===== config.mk =====
export PLATFORM = sky130hd
export DESIGN_NAME = dcrc_top
export DESIGN_NICKNAME = d
export VERILOG_FILES = /design/src/hw/dcrc_pkg.sv /design/src/hw/dcrc_top.sv /design/src/hw/dcrc_lfsr.sv /design/src/hw/dcrc_skid.sv
export VERILOG_INCLUDE_DIRS = /design/src /design/src/hw
export SDC_FILE = /design/constraint.sdc
export NUM_CORES = 1
export LEC_CHECK = 0
export ABC_CLOCK_PERIOD_IN_PS = 2450
export BUFFER_PORTS_ARGS = -buffer_cell sky130_fd_sc_hd__buf_2
export CORE_AREA = 3 3 86 80
export CTS_BUF_LIST = sky130_fd_sc_hd__clkbuf_16
export DETAILED_ROUTE_END_ITERATION = 10
export DIE_AREA = 0 0 89 83
export PLACE_DENSITY = 0.71
export SYNTH_ARGS = -nofsm -noshare
export SYNTH_HDL_FRONTEND = slang
export SYNTH_SLANG_ARGS = --single-unit
export TNS_END_PERCENT = 1

===== constraint.sdc =====
create_clock -name clk_sys -period 2.45 [get_ports clk_sys]
set_clock_uncertainty 0.05 [all_clocks]
set_input_delay 0.1225 -clock clk_sys [delete_from_list [all_inputs] [get_ports clk_sys]]
set_output_delay 0.1225 -clock clk_sys [all_outputs]
set_load 0.02 [all_outputs]

===== src/hw/dcrc_regs.svh =====
// constants of the dual serial crc block
`ifndef DCRC_REGS_SVH
`define DCRC_REGS_SVH

// width of each check register
`define DCRC_WIDTH        32
// generator taps: stages 0,1,2,4,5,7,8,10,11,12,16,22,23,26
`define DCRC_TAPS         32'h04C1_1DB7
// preset value of every stage
`define DCRC_ONES         32'hFFFF_FFFF
// residue of a good frame with complemented check bits, bit 31 first
`define DCRC_RESIDUE      32'hC704_DD7B
// the value one step after a preset with zero feedback
`define DCRC_ONES_SHIFTED 32'hFFFF_FFFE
// width of the check bit counter
`define DCRC_CNT_W        5
// counter value at which the last check bit is out
`define DCRC_CNT_FULL     5'h1F
// counter value while cleared
`define DCRC_CNT_ZERO     5'h00
// counter step
`define DCRC_CNT_ONE      5'h01
// index of the counter top bit
`define DCRC_CNT_TOP      4
// depth of the pass-through buffer
`define DCRC_BUF_DEPTH    2

`endif


===== src/hw/dcrc_pkg.sv =====
// types shared by the dual serial crc block
package dcrc_pkg;
  `include "dcrc_regs.svh"

  // one check register
  typedef logic [`DCRC_WIDTH-1:0] dcrc_word_t;
  // check bit counter
  typedef logic [`DCRC_CNT_W-1:0] dcrc_cnt_t;
endpackage


===== src/hw/dcrc_top.sv =====
// dual serial 32-bit crc: transmit encoder and receive checker
`include "dcrc_regs.svh"

// Contract
// - receiver runs same generator, flags corrupted frames
// - output mux: payload when control/pass, else top
// - transmit term: top xor data, gated
// - stage 0 loads term; preset loads ones
// - tapped transmit stages xor term in
// - untapped transmit stages shift plainly
// - receive term: top xor input, zero on preset
// - receive register uses same taps
// - enable low registers encoded input through
// - ready flag registered from counter all ones
// - every shift stage is a clocked register
// - good frame leaves fixed residue, else error
// - counter counts control low, cleared control high
module dcrc_top
  import dcrc_pkg::*;
(
  // clock and reset
  input  wire logic clk_sys,
  input  wire logic rst_b,
  // transmit pins
  input  wire logic serial_payload_in,
  input  wire logic feedback_ctl_line,
  input  wire logic tx_preset,
  input  wire logic pass_through_en,
  output logic      encoded_serial_out,
  output logic      check_out_done_flag,
  // receive pins
  input  wire logic rx_encoded_in,
  input  wire logic rx_preset,
  input  wire logic rx_output_enable_n,
  output logic      frame_error_flag,
  // receive pass-through stream
  output logic      rx_serial_out,
  output logic      rx_serial_valid,
  input  wire logic rx_sink_ready,
  output logic      rx_in_ready
);

  // pin synchronisers: first stage feeds only the second
  localparam int PINS = 7;
  localparam logic [PINS-1:0] PIN_IDLE = {1'b1, {(PINS-1){1'b0}}};  // idle levels: receive enable off
  logic [PINS-1:0] pinRaw;         // pins as sampled
  logic [PINS-1:0] syncMeta;       // first stage
  logic [PINS-1:0] syncPin;        // second stage, safe to read

  // synchronised pin levels
  logic            sPay;           // serial payload bit
  logic            sCtl;           // feedback control
  logic            sTxPre;         // transmit preset
  logic            sPass;          // pass-through enable
  logic            sRxIn;          // received encoded bit
  logic            sRxPre;         // receive preset
  logic            sOeN;           // receive output enable, low active

  // transmit section
  dcrc_word_t      txState;        // transmit shift register
  logic            tx_feedback_term;
  logic            next_encOut;
  dcrc_cnt_t       cnt;            // check bit counter
  dcrc_cnt_t       next_cnt;
  logic            counter_top_bit;
  logic            counter_low_bits_all_ones;
  logic            next_doneFlag;

  // receive section
  dcrc_word_t      rxState;        // receive shift register
  logic            rx_feedback_term;
  logic            rx_lfsr_stage0;
  logic            next_errFlag;

  // gather the pins for the synchroniser
  assign pinRaw = {rx_output_enable_n, rx_preset, rx_encoded_in,
                   pass_through_en, tx_preset, feedback_ctl_line, serial_payload_in};

  // two flip-flops on every gathered pin; rx_sink_ready goes to the buffer unsynchronised
  always_ff @(posedge clk_sys or negedge rst_b)
  begin
    if (!rst_b)
    begin
      syncMeta <= PIN_IDLE;
      syncPin  <= PIN_IDLE;
    end
    else
    begin
      syncMeta <= pinRaw;
      syncPin  <= syncMeta;
    end
  end

  // name the synchronised levels
  assign sPay   = syncPin[0];
  assign sCtl   = syncPin[1];
  assign sTxPre = syncPin[2];
  assign sPass  = syncPin[3];
  assign sRxIn  = syncPin[4];
  assign sRxPre = syncPin[5];
  assign sOeN   = syncPin[6];

  // transmit feedback only while control high and preset low
  assign tx_feedback_term = sCtl & ~sTxPre & (txState[`DCRC_WIDTH-1] ^ sPay);

  // transmit register: taps and plain stages set by the mask
  dcrc_lfsr #(
    .WIDTH (`DCRC_WIDTH),
    .TAPS  (`DCRC_TAPS)
  ) u_tx_lfsr (
    .clk_sys (clk_sys),
    .rst_b   (rst_b),
    .preset  (sTxPre),
    .term    (tx_feedback_term),
    .state   (txState)
  );

  // receive feedback has no control gating, only preset forces zero
  assign rx_feedback_term = ~sRxPre & (rxState[`DCRC_WIDTH-1] ^ sRxIn);

  // receive register shares the generator taps
  dcrc_lfsr #(
    .WIDTH (`DCRC_WIDTH),
    .TAPS  (`DCRC_TAPS)
  ) u_rx_lfsr (
    .clk_sys (clk_sys),
    .rst_b   (rst_b),
    .preset  (sRxPre),
    .term    (rx_feedback_term),
    .state   (rxState)
  );

  // stage zero of the receiver, kept for observation
  assign rx_lfsr_stage0 = rxState[0];

  // output mux and counter next values
  always_comb
  begin
    // payload passes when control or pass-through is high
    if (sCtl || sPass)
      next_encOut = sPay;
    else
      next_encOut = txState[`DCRC_WIDTH-1];
    // counter cleared while control high, counts while low
    if (sCtl)
      next_cnt = `DCRC_CNT_ZERO;
    else if (cnt != `DCRC_CNT_FULL)
      next_cnt = cnt + `DCRC_CNT_ONE;
    else
      next_cnt = cnt;                         // hold at all ones
  end

  // counter decode for the ready flag
  assign counter_top_bit           = cnt[`DCRC_CNT_TOP];
  assign counter_low_bits_all_ones = &cnt[`DCRC_CNT_TOP-1:0];

  // ready flag is top bit and the low bits all set
  always_comb
  begin
    next_doneFlag = counter_top_bit & counter_low_bits_all_ones;
  end

  // register transmit outputs and counter
  always_ff @(posedge clk_sys or negedge rst_b)
  begin
    if (!rst_b)
    begin
      encoded_serial_out  <= 1'b0;
      cnt                 <= `DCRC_CNT_ZERO;
      check_out_done_flag <= 1'b0;
    end
    else
    begin
      encoded_serial_out  <= next_encOut;
      cnt                 <= next_cnt;
      check_out_done_flag <= next_doneFlag;
    end
  end

  // error when any stage, stage 22 included, differs from the residue
  always_comb
  begin
    next_errFlag = (rxState != `DCRC_RESIDUE);
  end

  // register the error flag
  always_ff @(posedge clk_sys or negedge rst_b)
  begin
    if (!rst_b)
      frame_error_flag <= 1'b0;
    else
      frame_error_flag <= next_errFlag;
  end

  // pass-through copy: a stall by the sink holds two bits, later bits are dropped
  logic bufInValid;  // push request while output enabled
  assign bufInValid = ~sOeN;

  dcrc_skid #(
    .WIDTH (1),
    .DEPTH (`DCRC_BUF_DEPTH)
  ) u_rx_buf (
    .clk_sys  (clk_sys),
    .rst_b    (rst_b),
    .inValid  (bufInValid),
    .inData   (sRxIn),
    .inReady  (rx_in_ready),
    .outValid (rx_serial_valid),
    .outData  (rx_serial_out),
    .outReady (rx_sink_ready)
  );
endmodule


===== src/hw/dcrc_lfsr.sv =====
// one serial crc shift register with preset
`include "dcrc_regs.svh"

module dcrc_lfsr
  import dcrc_pkg::*;
#(
  parameter int                    WIDTH = `DCRC_WIDTH,
  parameter logic [`DCRC_WIDTH-1:0] TAPS  = `DCRC_TAPS
)
(
  // clock and reset
  input  wire logic             clk_sys,
  input  wire logic             rst_b,
  // control and feedback
  input  wire logic             preset,
  input  wire logic             term,
  // register contents
  output logic [WIDTH-1:0]      state
);

  logic [WIDTH-1:0] next_state;  // value loaded at the next edge

  // the tap mask is sized for the standard width only
  if (WIDTH != `DCRC_WIDTH)
  begin : g_bad_width
    $error("dcrc_lfsr: WIDTH must equal the check register width");
  end

  // shift, xor the term into tapped stages, or load all ones
  always_comb
  begin
    if (preset)
      next_state = WIDTH'(`DCRC_ONES);
    else
      next_state = {state[WIDTH-2:0], 1'b0} ^ (TAPS & {WIDTH{term}});
  end

  // stages are plain clocked registers
  always_ff @(posedge clk_sys or negedge rst_b)
  begin
    if (!rst_b)
      state <= WIDTH'(`DCRC_ONES);
    else
      state <= next_state;
  end
endmodule


===== src/hw/dcrc_skid.sv =====
// small buffer with valid and ready on both sides
`include "dcrc_regs.svh"

module dcrc_skid
  import dcrc_pkg::*;
#(
  parameter int WIDTH = 1,
  parameter int DEPTH = `DCRC_BUF_DEPTH
)
(
  // clock and reset
  input  wire logic             clk_sys,
  input  wire logic             rst_b,
  // filling side
  input  wire logic             inValid,
  input  wire logic [WIDTH-1:0] inData,
  output logic                  inReady,
  // draining side
  output logic                  outValid,
  output logic [WIDTH-1:0]      outData,
  input  wire logic             outReady
);

  logic [WIDTH-1:0] mem      [DEPTH];  // entry 0 is the head
  logic [WIDTH-1:0] next_mem [DEPTH];
  logic [DEPTH-1:0] vld;               // entry holds a word
  logic [DEPTH-1:0] next_vld;
  logic             placed;            // push already stored

  // at least two entries are needed to ride out a stall
  if (DEPTH < 2 || WIDTH < 1)
  begin : g_bad_depth
    $error("dcrc_skid: DEPTH must be at least 2 and WIDTH at least 1");
  end

  // pop shifts toward the head, push fills the first free slot
  always_comb
  begin
    placed   = 1'b0;
    next_mem = mem;
    next_vld = vld;
    if (outReady && vld[0])
    begin
      for (int i = 0; i < DEPTH - 1; i++)
      begin
        next_mem[i] = mem[i+1];
        next_vld[i] = vld[i+1];
      end
      next_vld[DEPTH-1] = 1'b0;
    end
    if (inValid && !vld[DEPTH-1])
    begin
      for (int i = 0; i < DEPTH; i++)
      begin
        if (!placed && !next_vld[i])
        begin
          next_mem[i] = inData;
          next_vld[i] = 1'b1;
          placed      = 1'b1;
        end
      end
    end
  end

  // register the entries
  always_ff @(posedge clk_sys or negedge rst_b)
  begin
    if (!rst_b)
    begin
      inReady <= 1'b1;
      vld <= '0;
      for (int i = 0; i < DEPTH; i++)
        mem[i] <= '0;
    end
    else
    begin
      inReady <= !next_vld[DEPTH-1];  // registered so the top port comes from a flop
      vld <= next_vld;
      mem <= next_mem;
    end
  end

  // valid and data come straight from the head entry
  assign outValid = vld[0];
  assign outData  = mem[0];
endmodule


==> results of run 1 <==
-- sequential cells by signal (all words and copies together) (netlist names), 2 cells and up --
register and cells:
cnt 5, syncPin 7, u_rx_lfsr.state 32, syncMeta 7
u_tx_lfsr.state 32, u_rx_buf.vld 2
-- power by group through the flow --
| stage | combinational (mW) | clock, mW | sequential (mW) |
|---|---|---|---|
| 3_5_place_dp | 0.262 | 0 | 1.76 |
| 4_1_cts | 0.278 | 1.68 | 1.74 |
| 2_1_floorplan | 0.146 | 0 | 1.77 |
| 6_report | 0.272 | 1.65 | 1.74 |
| 5_1_grt | 0.308 | 1.76 | 1.76 |
| 3_3_place_gp | 0.254 | 0 | 1.76 |
-- worst paths after layout --
check,startpoint,to,slack (ns),cells after the start
max in group asynchronous,rst_b,u_rx_lfsr.state[19]$_DFF_PN1_,1.47,3
worst min register to register,syncMeta[0]$_DFF_PN0_,syncPin[0]$_DFF_PN0_,0.30,0
worst min-delay path,rst_b,encoded_serial_out$_DFF_PN0_,0.22,2
worst max-delay path,u_tx_lfsr.state[31]$_DFF_PN1_,u_tx_lfsr.state[11]$_DFF_PN1_,0.61,3
min in group clk_sys,syncMeta[0]$_DFF_PN0_,syncPin[0]$_DFF_PN0_,0.30,0
worst max register to register,u_tx_lfsr.state[31]$_DFF_PN1_,u_tx_lfsr.state[11]$_DFF_PN1_,0.61,3
-- placed cells by master, fill, tap and decap left out, types with 2 or more instances in the layout --
master | netlist | final
clkinvlp_4 | 0 | 2
inv_1 | 2 | 2
dlygate4sd3_1 | 0 | 9
clkbuf_16 | 0 | 9
or2_1 | 42 | 42
xor2_1 | 10 | 10
bufinv_16 | 0 | 4
buf_2 | 2 | 14
xnor2_1 | 7 | 7
mux2i_1 | 15 | 15
dfstp_2 | 67 | 67
ha_1 | 2 | 2
nand2b_1 | 8 | 8
or4_1 | 2 | 2
and3_1 | 2 | 2
nand4_1 | 2 | 2
buf_4 | 0 | 3
nor2_1 | 8 | 8
mux2_1 | 2 | 2
nand2_1 | 2 | 2
nand4b_1 | 3 | 3
nor4_1 | 2 | 2
o21ai_1 | 2 | 2
dfrtp_1 | 24 | 24
-- final cells by class --
| cell class | instances | area (sq um) | share of cell area (%) |
|---|---|---|---|
| repair buffers | 27 | 203 | 5.17 |
| flip-flops and latches | 91 | 2360 | 60.2 |
| well taps | 72 | 90.1 | 2.30 |
| clock inverters | 7 | 140 | 3.57 |
| inverters | 3 | 11.3 | 0.287 |
| multi-input cells | 122 | 893 | 22.8 |
| clock buffers | 9 | 225 | 5.74 |
-- stage by stage --
| step | utilization (%) | area, sq um | std cells | hold WS [ns] |
|---|---|---|---|---|
| 2_1_floorplan | - | 3310 | 225 | -0.223 |
| 3_3_place_gp | 57.4 | 3470 | 306 | 0.0481 |
| 3_5_place_dp | 57.4 | 3470 | 306 | 0.0487 |
| 4_1_cts | 64.9 | 3920 | 331 | 0.241 |
| 5_1_grt | 64.9 | 3920 | 331 | 0.258 |
| 6_report | 64.9 | 3920 | 331 | 0.225 |
-- worst max-delay path, cell delays in order (launching register included) --
cell and delay, ns:
dfstp_2 0.53, xor2_1 0.08, a21oi_1 0.86, mux2i_1 0.20
-- repair_timing --
item | in CTS | in global routing
endpoints found under the hold margin | 15 | 0
buffers inserted | 0 | 0
hold buffers | 9 | 0
-- per-layer routing --
layer  share of wire, %  track usage, %
met1                 46            20.1
met2                 48            24.0
met3                4.4            6.85
met4                1.5            5.28
met5                  0               0
-- kinds of logic (layout without fill, tap and decap cells) --
logic type | after synthesis | in the layout
simple gates | 78 | 78
buf+inv | 12 | 46
fa+ha+maj | 2 | 2
flops | 91 | 91
compound gates | 7 | 7
mux | 17 | 17
xor+xnor | 18 | 18
==> out/summary.txt, run 1 <==
PwrDens: 933 nW/um^2
Max-slew headroom: 27.6%
1st-iter DRT viols: 59
Post-synth ARST share: 100%
Root buffer cell: clkbuf_16
Tmin final: 1.84 ns
Switching share of power: 21.3%
Ys Warns: 0
WL/cell: 14.8 um
First-pass detailed-route iteration total: 4
P_int: 2.88 mW
Clock sinks: 91
Worst-Skew Late Latency: 0.33 ns
Starting Density: 54.7%
PostCTS Resize Cnt: 0
Die area: 7390 sq um
Adder-cell share of the synthesized area: 0.756%
Vias in the first global route: 1851
Worst-path fanout max: 14
Diode count: 0
Syn Inst Count: 225
Post-Synth XOR/XNOR Area: 4.99%
CTS buffer count: 9
Grt ovf: 0
Crit Path Class: reg2reg
Flop pwr share: 47.5%
Hold WC Path Type: in2async
Combinational share of power: 7.4%
IO buf count: 15
Vias: 1702
Mapped cell area: 3310 sq um
Ys flop type: dfstp_2
Simple-Gate Fraction of Synth Area: 14.7%
I/O pin count: 16
Core Box Area: 6050 sq um
Final Hold Violating Endpoints: 0
Max VDD drop: 0.376 mV
Die X: 89 um
Top cells by area, synth: dfstp_2, dfrtp_1, or2_1
Synth Area in Compound Gates: 1.32%
Worst setup EP type: flop
Die H: 83 um
DR DRC count: 0
Worst-path clk slew: 0.06 ns
Pin count of the biggest net entering global routing: 39
Fill count: 416
Most common cell in the netlist: dfstp_2
Fraction of layout cells with a size suffix above 1: 39.8%
Max-cap violations: 0
Routed WL: 4890 um
Net switching power: 781 uW
Post-synth cell types: 35
Final setup fails: 0
GRT Resource Usage Total: 15.7%
Routability Congestion: 0.759
Outcome: complete, no violations
RSZ-0062 raised after global routing: false
Overall Power: 3.66 mW
H-tree levels: 3
Clk pwr share: 45.1%
Initial antenna violation count: 0
First-pass GRT wire length: 8710 um
Net count, final: 266
DP HPWL: 2810 um
CP Launch Type: flop
Antenna-violating nets left: 0
Synth top area share: 53.2%
Row count: 27
Final period utilization: 75.0%
Maximum clock insertion buffer count: 2
Worst EP required: 2.61 ns
F_max: 544 MHz
Vias/cell: 5.14
Slew @ Worst Pin: 1.09 ns
Synth Register Bits: 91
Number of synthesized flops with an enable pin: 0
Syn Area/Cell: 14.7 sq um
Largest family of logic cells by synthesized area: simple AND/OR/NAND/NOR gates
Setup WS pre-CTS: 0.616 ns
Synthesized Nets: 237
Seq/Total Area, Yosys: 71.3%
Max-slew violations: 0
Area Growth Syn to Fin: 18.6%
Setup TNS: 0 ns
Setup ws final: 0.612 ns
Leakage power: 1.64 nW
Crit path DAT: 2.00 ns
Mux contribution to synthesized area: 5.22%
CTS tree: built
Post-synth top cells: dfstp_2, or2_1, dfrtp_1, mux2i_1, xor2_1
Top cell type by total area after synthesis: dfstp_2
(Power assumes the default switching activity.)
==> inputs of run 2 (changes only) <==
--- a/config.mk
+++ b/config.mk
@@ -6,13 +6,13 @@
 export SDC_FILE = /design/constraint.sdc
 export NUM_CORES = 1
 export LEC_CHECK = 0
-export ABC_CLOCK_PERIOD_IN_PS = 2450
+export ABC_CLOCK_PERIOD_IN_PS = 1500
 export BUFFER_PORTS_ARGS = -buffer_cell sky130_fd_sc_hd__buf_2
-export CORE_AREA = 3 3 86 80
+export CORE_AREA = 3 3 87 81
 export CTS_BUF_LIST = sky130_fd_sc_hd__clkbuf_16
 export DETAILED_ROUTE_END_ITERATION = 10
-export DIE_AREA = 0 0 89 83
-export PLACE_DENSITY = 0.71
+export DIE_AREA = 0 0 90 84
+export PLACE_DENSITY = 0.73
 export SYNTH_ARGS = -nofsm -noshare
 export SYNTH_HDL_FRONTEND = slang
 export SYNTH_SLANG_ARGS = --single-unit
==> constraint.sdc (replaced) <==
create_clock -name clk_sys -period 1.5 [get_ports clk_sys]
set_clock_uncertainty 0.05 [all_clocks]
set_input_delay 0.075 -clock clk_sys [delete_from_list [all_inputs] [get_ports clk_sys]]
set_output_delay 0.075 -clock clk_sys [all_outputs]
set_load 0.02 [all_outputs]
==> run 2 against run 1 <==
Effect of this change:
- the run now ends with negative setup slack left
- hold slack worse by 0.012 ns
- clock-buffer cell count is the same
- sequential power is 63% higher
- core utilization is 0.64 points higher
- maximum frequency grew 11%
- combinational power increased by 81%
- global-route usage fell by 0.49 points
- total power grew 47%
- clock power is 25% higher
- non-clock buffer count increased by 14
- critical endpoint is now frame_error_flag$_DFF_PN0_
- largest cell class unchanged
- highest routed layer unchanged
==> out/summary.txt, run 2 (same netlist as run 1, synthesis figures left out) <==
CTS tree: built
Hold WC Path Type: in2async
Max-cap violations: 0 (unchanged)
First-pass detailed-route iteration total: 4 (unchanged)
Setup ws final: -0.161 ns (-0.773 ns)
1st-iter DRT viols: 88 (+49%)
Largest registers: u_rx_lfsr.state x32, u_tx_lfsr.state x32
F_max: 602 MHz (+11%)
First-pass GRT wire length: 8940 um (+2.6%)
Max-slew violations: 0 (unchanged)
Max-slew headroom: 51.4% (+24 points)
Vias: 1706 (+0.24%)
Final setup fails: 2 (+2)
Diode count: 0 (unchanged)
Worst-path clk slew: 0.06 ns (about the same)
Multi-input logic area: 923 sq um (+3.4%)
CP Buf/Inv Count: 0 (unchanged)
Crit Path Class: reg2reg
Initial antenna violation count: 0 (unchanged)
Worst Setup SP: u_rx_lfsr.state[25]$_DFF_PN1_
Outcome: finished with violations
Most frequent cells in the layout: dfstp_2, or2_1, dfrtp_1
Fraction of layout cells with a size suffix above 1: 42.9% (+3.1 points)
Worst reg2reg startpoint: u_rx_lfsr.state[25]$_DFF_PN1_
Root buffer cell: clkbuf_16
Crit-path max cell delay: 0.54 ns (-0.32 ns)
Antenna-violating nets left: 0 (unchanged)
Setup TNS: -0.167 ns (-0.167 ns)
Final period utilization: 111% (+36 points)
Cell-by-cell trace of the critical path: nor4bb_2 -> nand4_1 -> or4_1
CP Launch Type: flop
Starting Density: 53.8% (-0.90 points)
Fill count: 439 (+5.5%)
Slew @ Worst Pin: 0.728 ns (-0.357 ns)
Core Box Area: 6150 sq um (+1.7%)
Clk pwr share: 38.3% (-6.8 points)
DP HPWL: 2970 um (+5.8%)
Leakage power: 1.69 nW (+3.3%)
Die X: 90 um (+1.1%)
Worst-Skew Late Latency: 0.33 ns (about the same)
DR DRC count: 0 (unchanged)
Crit path DAT: 1.80 ns (-0.20 ns)
WL/cell: 13.9 um (-6.2%)
Routed WL: 4990 um (+2.0%)
IO buf count: 15 (unchanged)
Combinational share of power: 9.1% (+1.7 points)
Maximum clock insertion buffer count: 2 (unchanged)
Net switching power: 1.19 mW (+52%)
Clock sinks: 91 (unchanged)
Seq. cell area: 2360 sq um (unchanged)
P_int: 4.20 mW (+46%)
Die area: 7560 sq um (+2.3%)
RSZ-0062 raised after global routing: true
Tmin final: 1.66 ns (-0.177 ns)
Net count, final: 280 (+5.3%)
Fin util: 65.5% (+0.64 points)
PwrDens: 1340 nW/um^2 (+43%)
Routability Congestion: 0.741 (-2.4%)
Vias/cell: 4.74 (-7.8%)
Switching share of power: 22.1% (+0.71 points)
Worst setup EP type: flop
Commonest non-fill, non-tap cell in the layout: dfstp_2
Critical path's slowest cell: or4_1
Max VDD drop: 0.657 mV (+75%)
I/O pin count: 16 (unchanged)
Delay-heaviest family, CP: simple AND/OR/NAND/NOR gates
CTS buffer count: 9 (unchanged)
Vias in the first global route: 1854 (+0.16%)
H-tree levels: 3 (unchanged)
Area Growth Syn to Fin: 21.7%
Row count: 27 (unchanged)
Pin count of the biggest net entering global routing: 54 (+38%)
Final Hold Violating Endpoints: 0 (unchanged)
Worst-path fanout max: 2 (-12)
Die H: 84 um (+1.2%)
Grt ovf: 0 (unchanged)
Worst EP required: 1.64 ns (-0.97 ns)
GRT Resource Usage Total: 15.2% (-0.49 points)
Flop pwr share: 52.6% (+5.1 points)
Failing checks: negative setup slack
[run 2: cell count changes in the layout (fill, tap and decap cells not counted), moves of 2 or more]
cell        before  now
clkinvlp_4       2    0
ha_2             0    2
buf_4            3   14
clkinv_1         0    2
inv_1            2    5
buf_12           1    4
ha_1             2    0
bufinv_16        4    1
[run 2: cell type report]
cell class	count	area share [%]
Multi-Input combinational cell	122	22.9
Sequential cell	91	58.6
Tap cell	87	2.70
Clock inverter	7	1.34
Timing Repair Buffer	41	8.57
Clock buffer	9	5.59
Inverter	3	0.280
[run 2: final timing paths]
path | cells after the start | slack (ns) | end
setup / recovery | 3 | -0.16 | frame_error_flag$_DFF_PN0_
hold / removal | 3 | 0.21 | syncPin[2]$_DFF_PN0_
setup reg to reg | 3 | -0.16 | frame_error_flag$_DFF_PN0_
hold reg to reg | 0 | 0.30 | syncPin[5]$_DFF_PN0_
max in group asynchronous | 3 | 0.87 | u_rx_lfsr.state[28]$_DFF_PN1_
min in group clk_sys | 0 | 0.30 | syncPin[5]$_DFF_PN0_
[run 2: power by group through the flow]
stage,sequential [mW],combinational [mW],clock [mW]
final,2.84,0.492,2.06
after global placement,2.86,0.459,0
after detailed placement,2.87,0.475,0
after global routing,2.87,0.551,2.24
after floorplan,2.89,0.239,0
after CTS,2.84,0.499,2.13
[run 2: tightest hold or removal path, stage by stage]
cell and delay [ns]:
dlygate4sd3_1 0.52, buf_4 0.13, buf_12 0.21
[run 2: timing repair]
item | in CTS | in global routing
setup buffers | 0 | 0
gates cloned | 0 | 0
hold buffers | 9 | 0
setup endpoints to repair | 20 | 17
resized for setup | 4 | 2
pin swaps | 2 | 1
endpoints found under the hold margin | 100 | 0
[run 2: routing by layer]
metal	share of wire (%)	wire length (um)	GRT usage, %	up-vias
met5	0	0	0	-
met4	1.9	95	5.15	0
met3	2.8	140	5.77	8
met2	45	2270	23.5	23
met1	50	2480	19.9	860
li1	-	-	-	815
[run 2: stage by stage]
| step | cells | hold WS [ns] | setup slack, ns | cell area (sq um) | power (mW) |
|---|---|---|---|---|---|
| CTS | 360 | 0.212 | -0.148 | 4010 | 5.46 |
| detailed placement | 335 | 0.0202 | -0.301 | 3630 | 3.35 |
| global placement | 335 | 0.0175 | -0.180 | 3630 | 3.32 |
| global route | 360 | 0.237 | -0.236 | 4030 | 5.66 |
| finish | 360 | 0.213 | -0.161 | 4030 | 5.39 |
| floorplan | 225 | -0.271 | -0.0649 | 3310 | 3.13 |
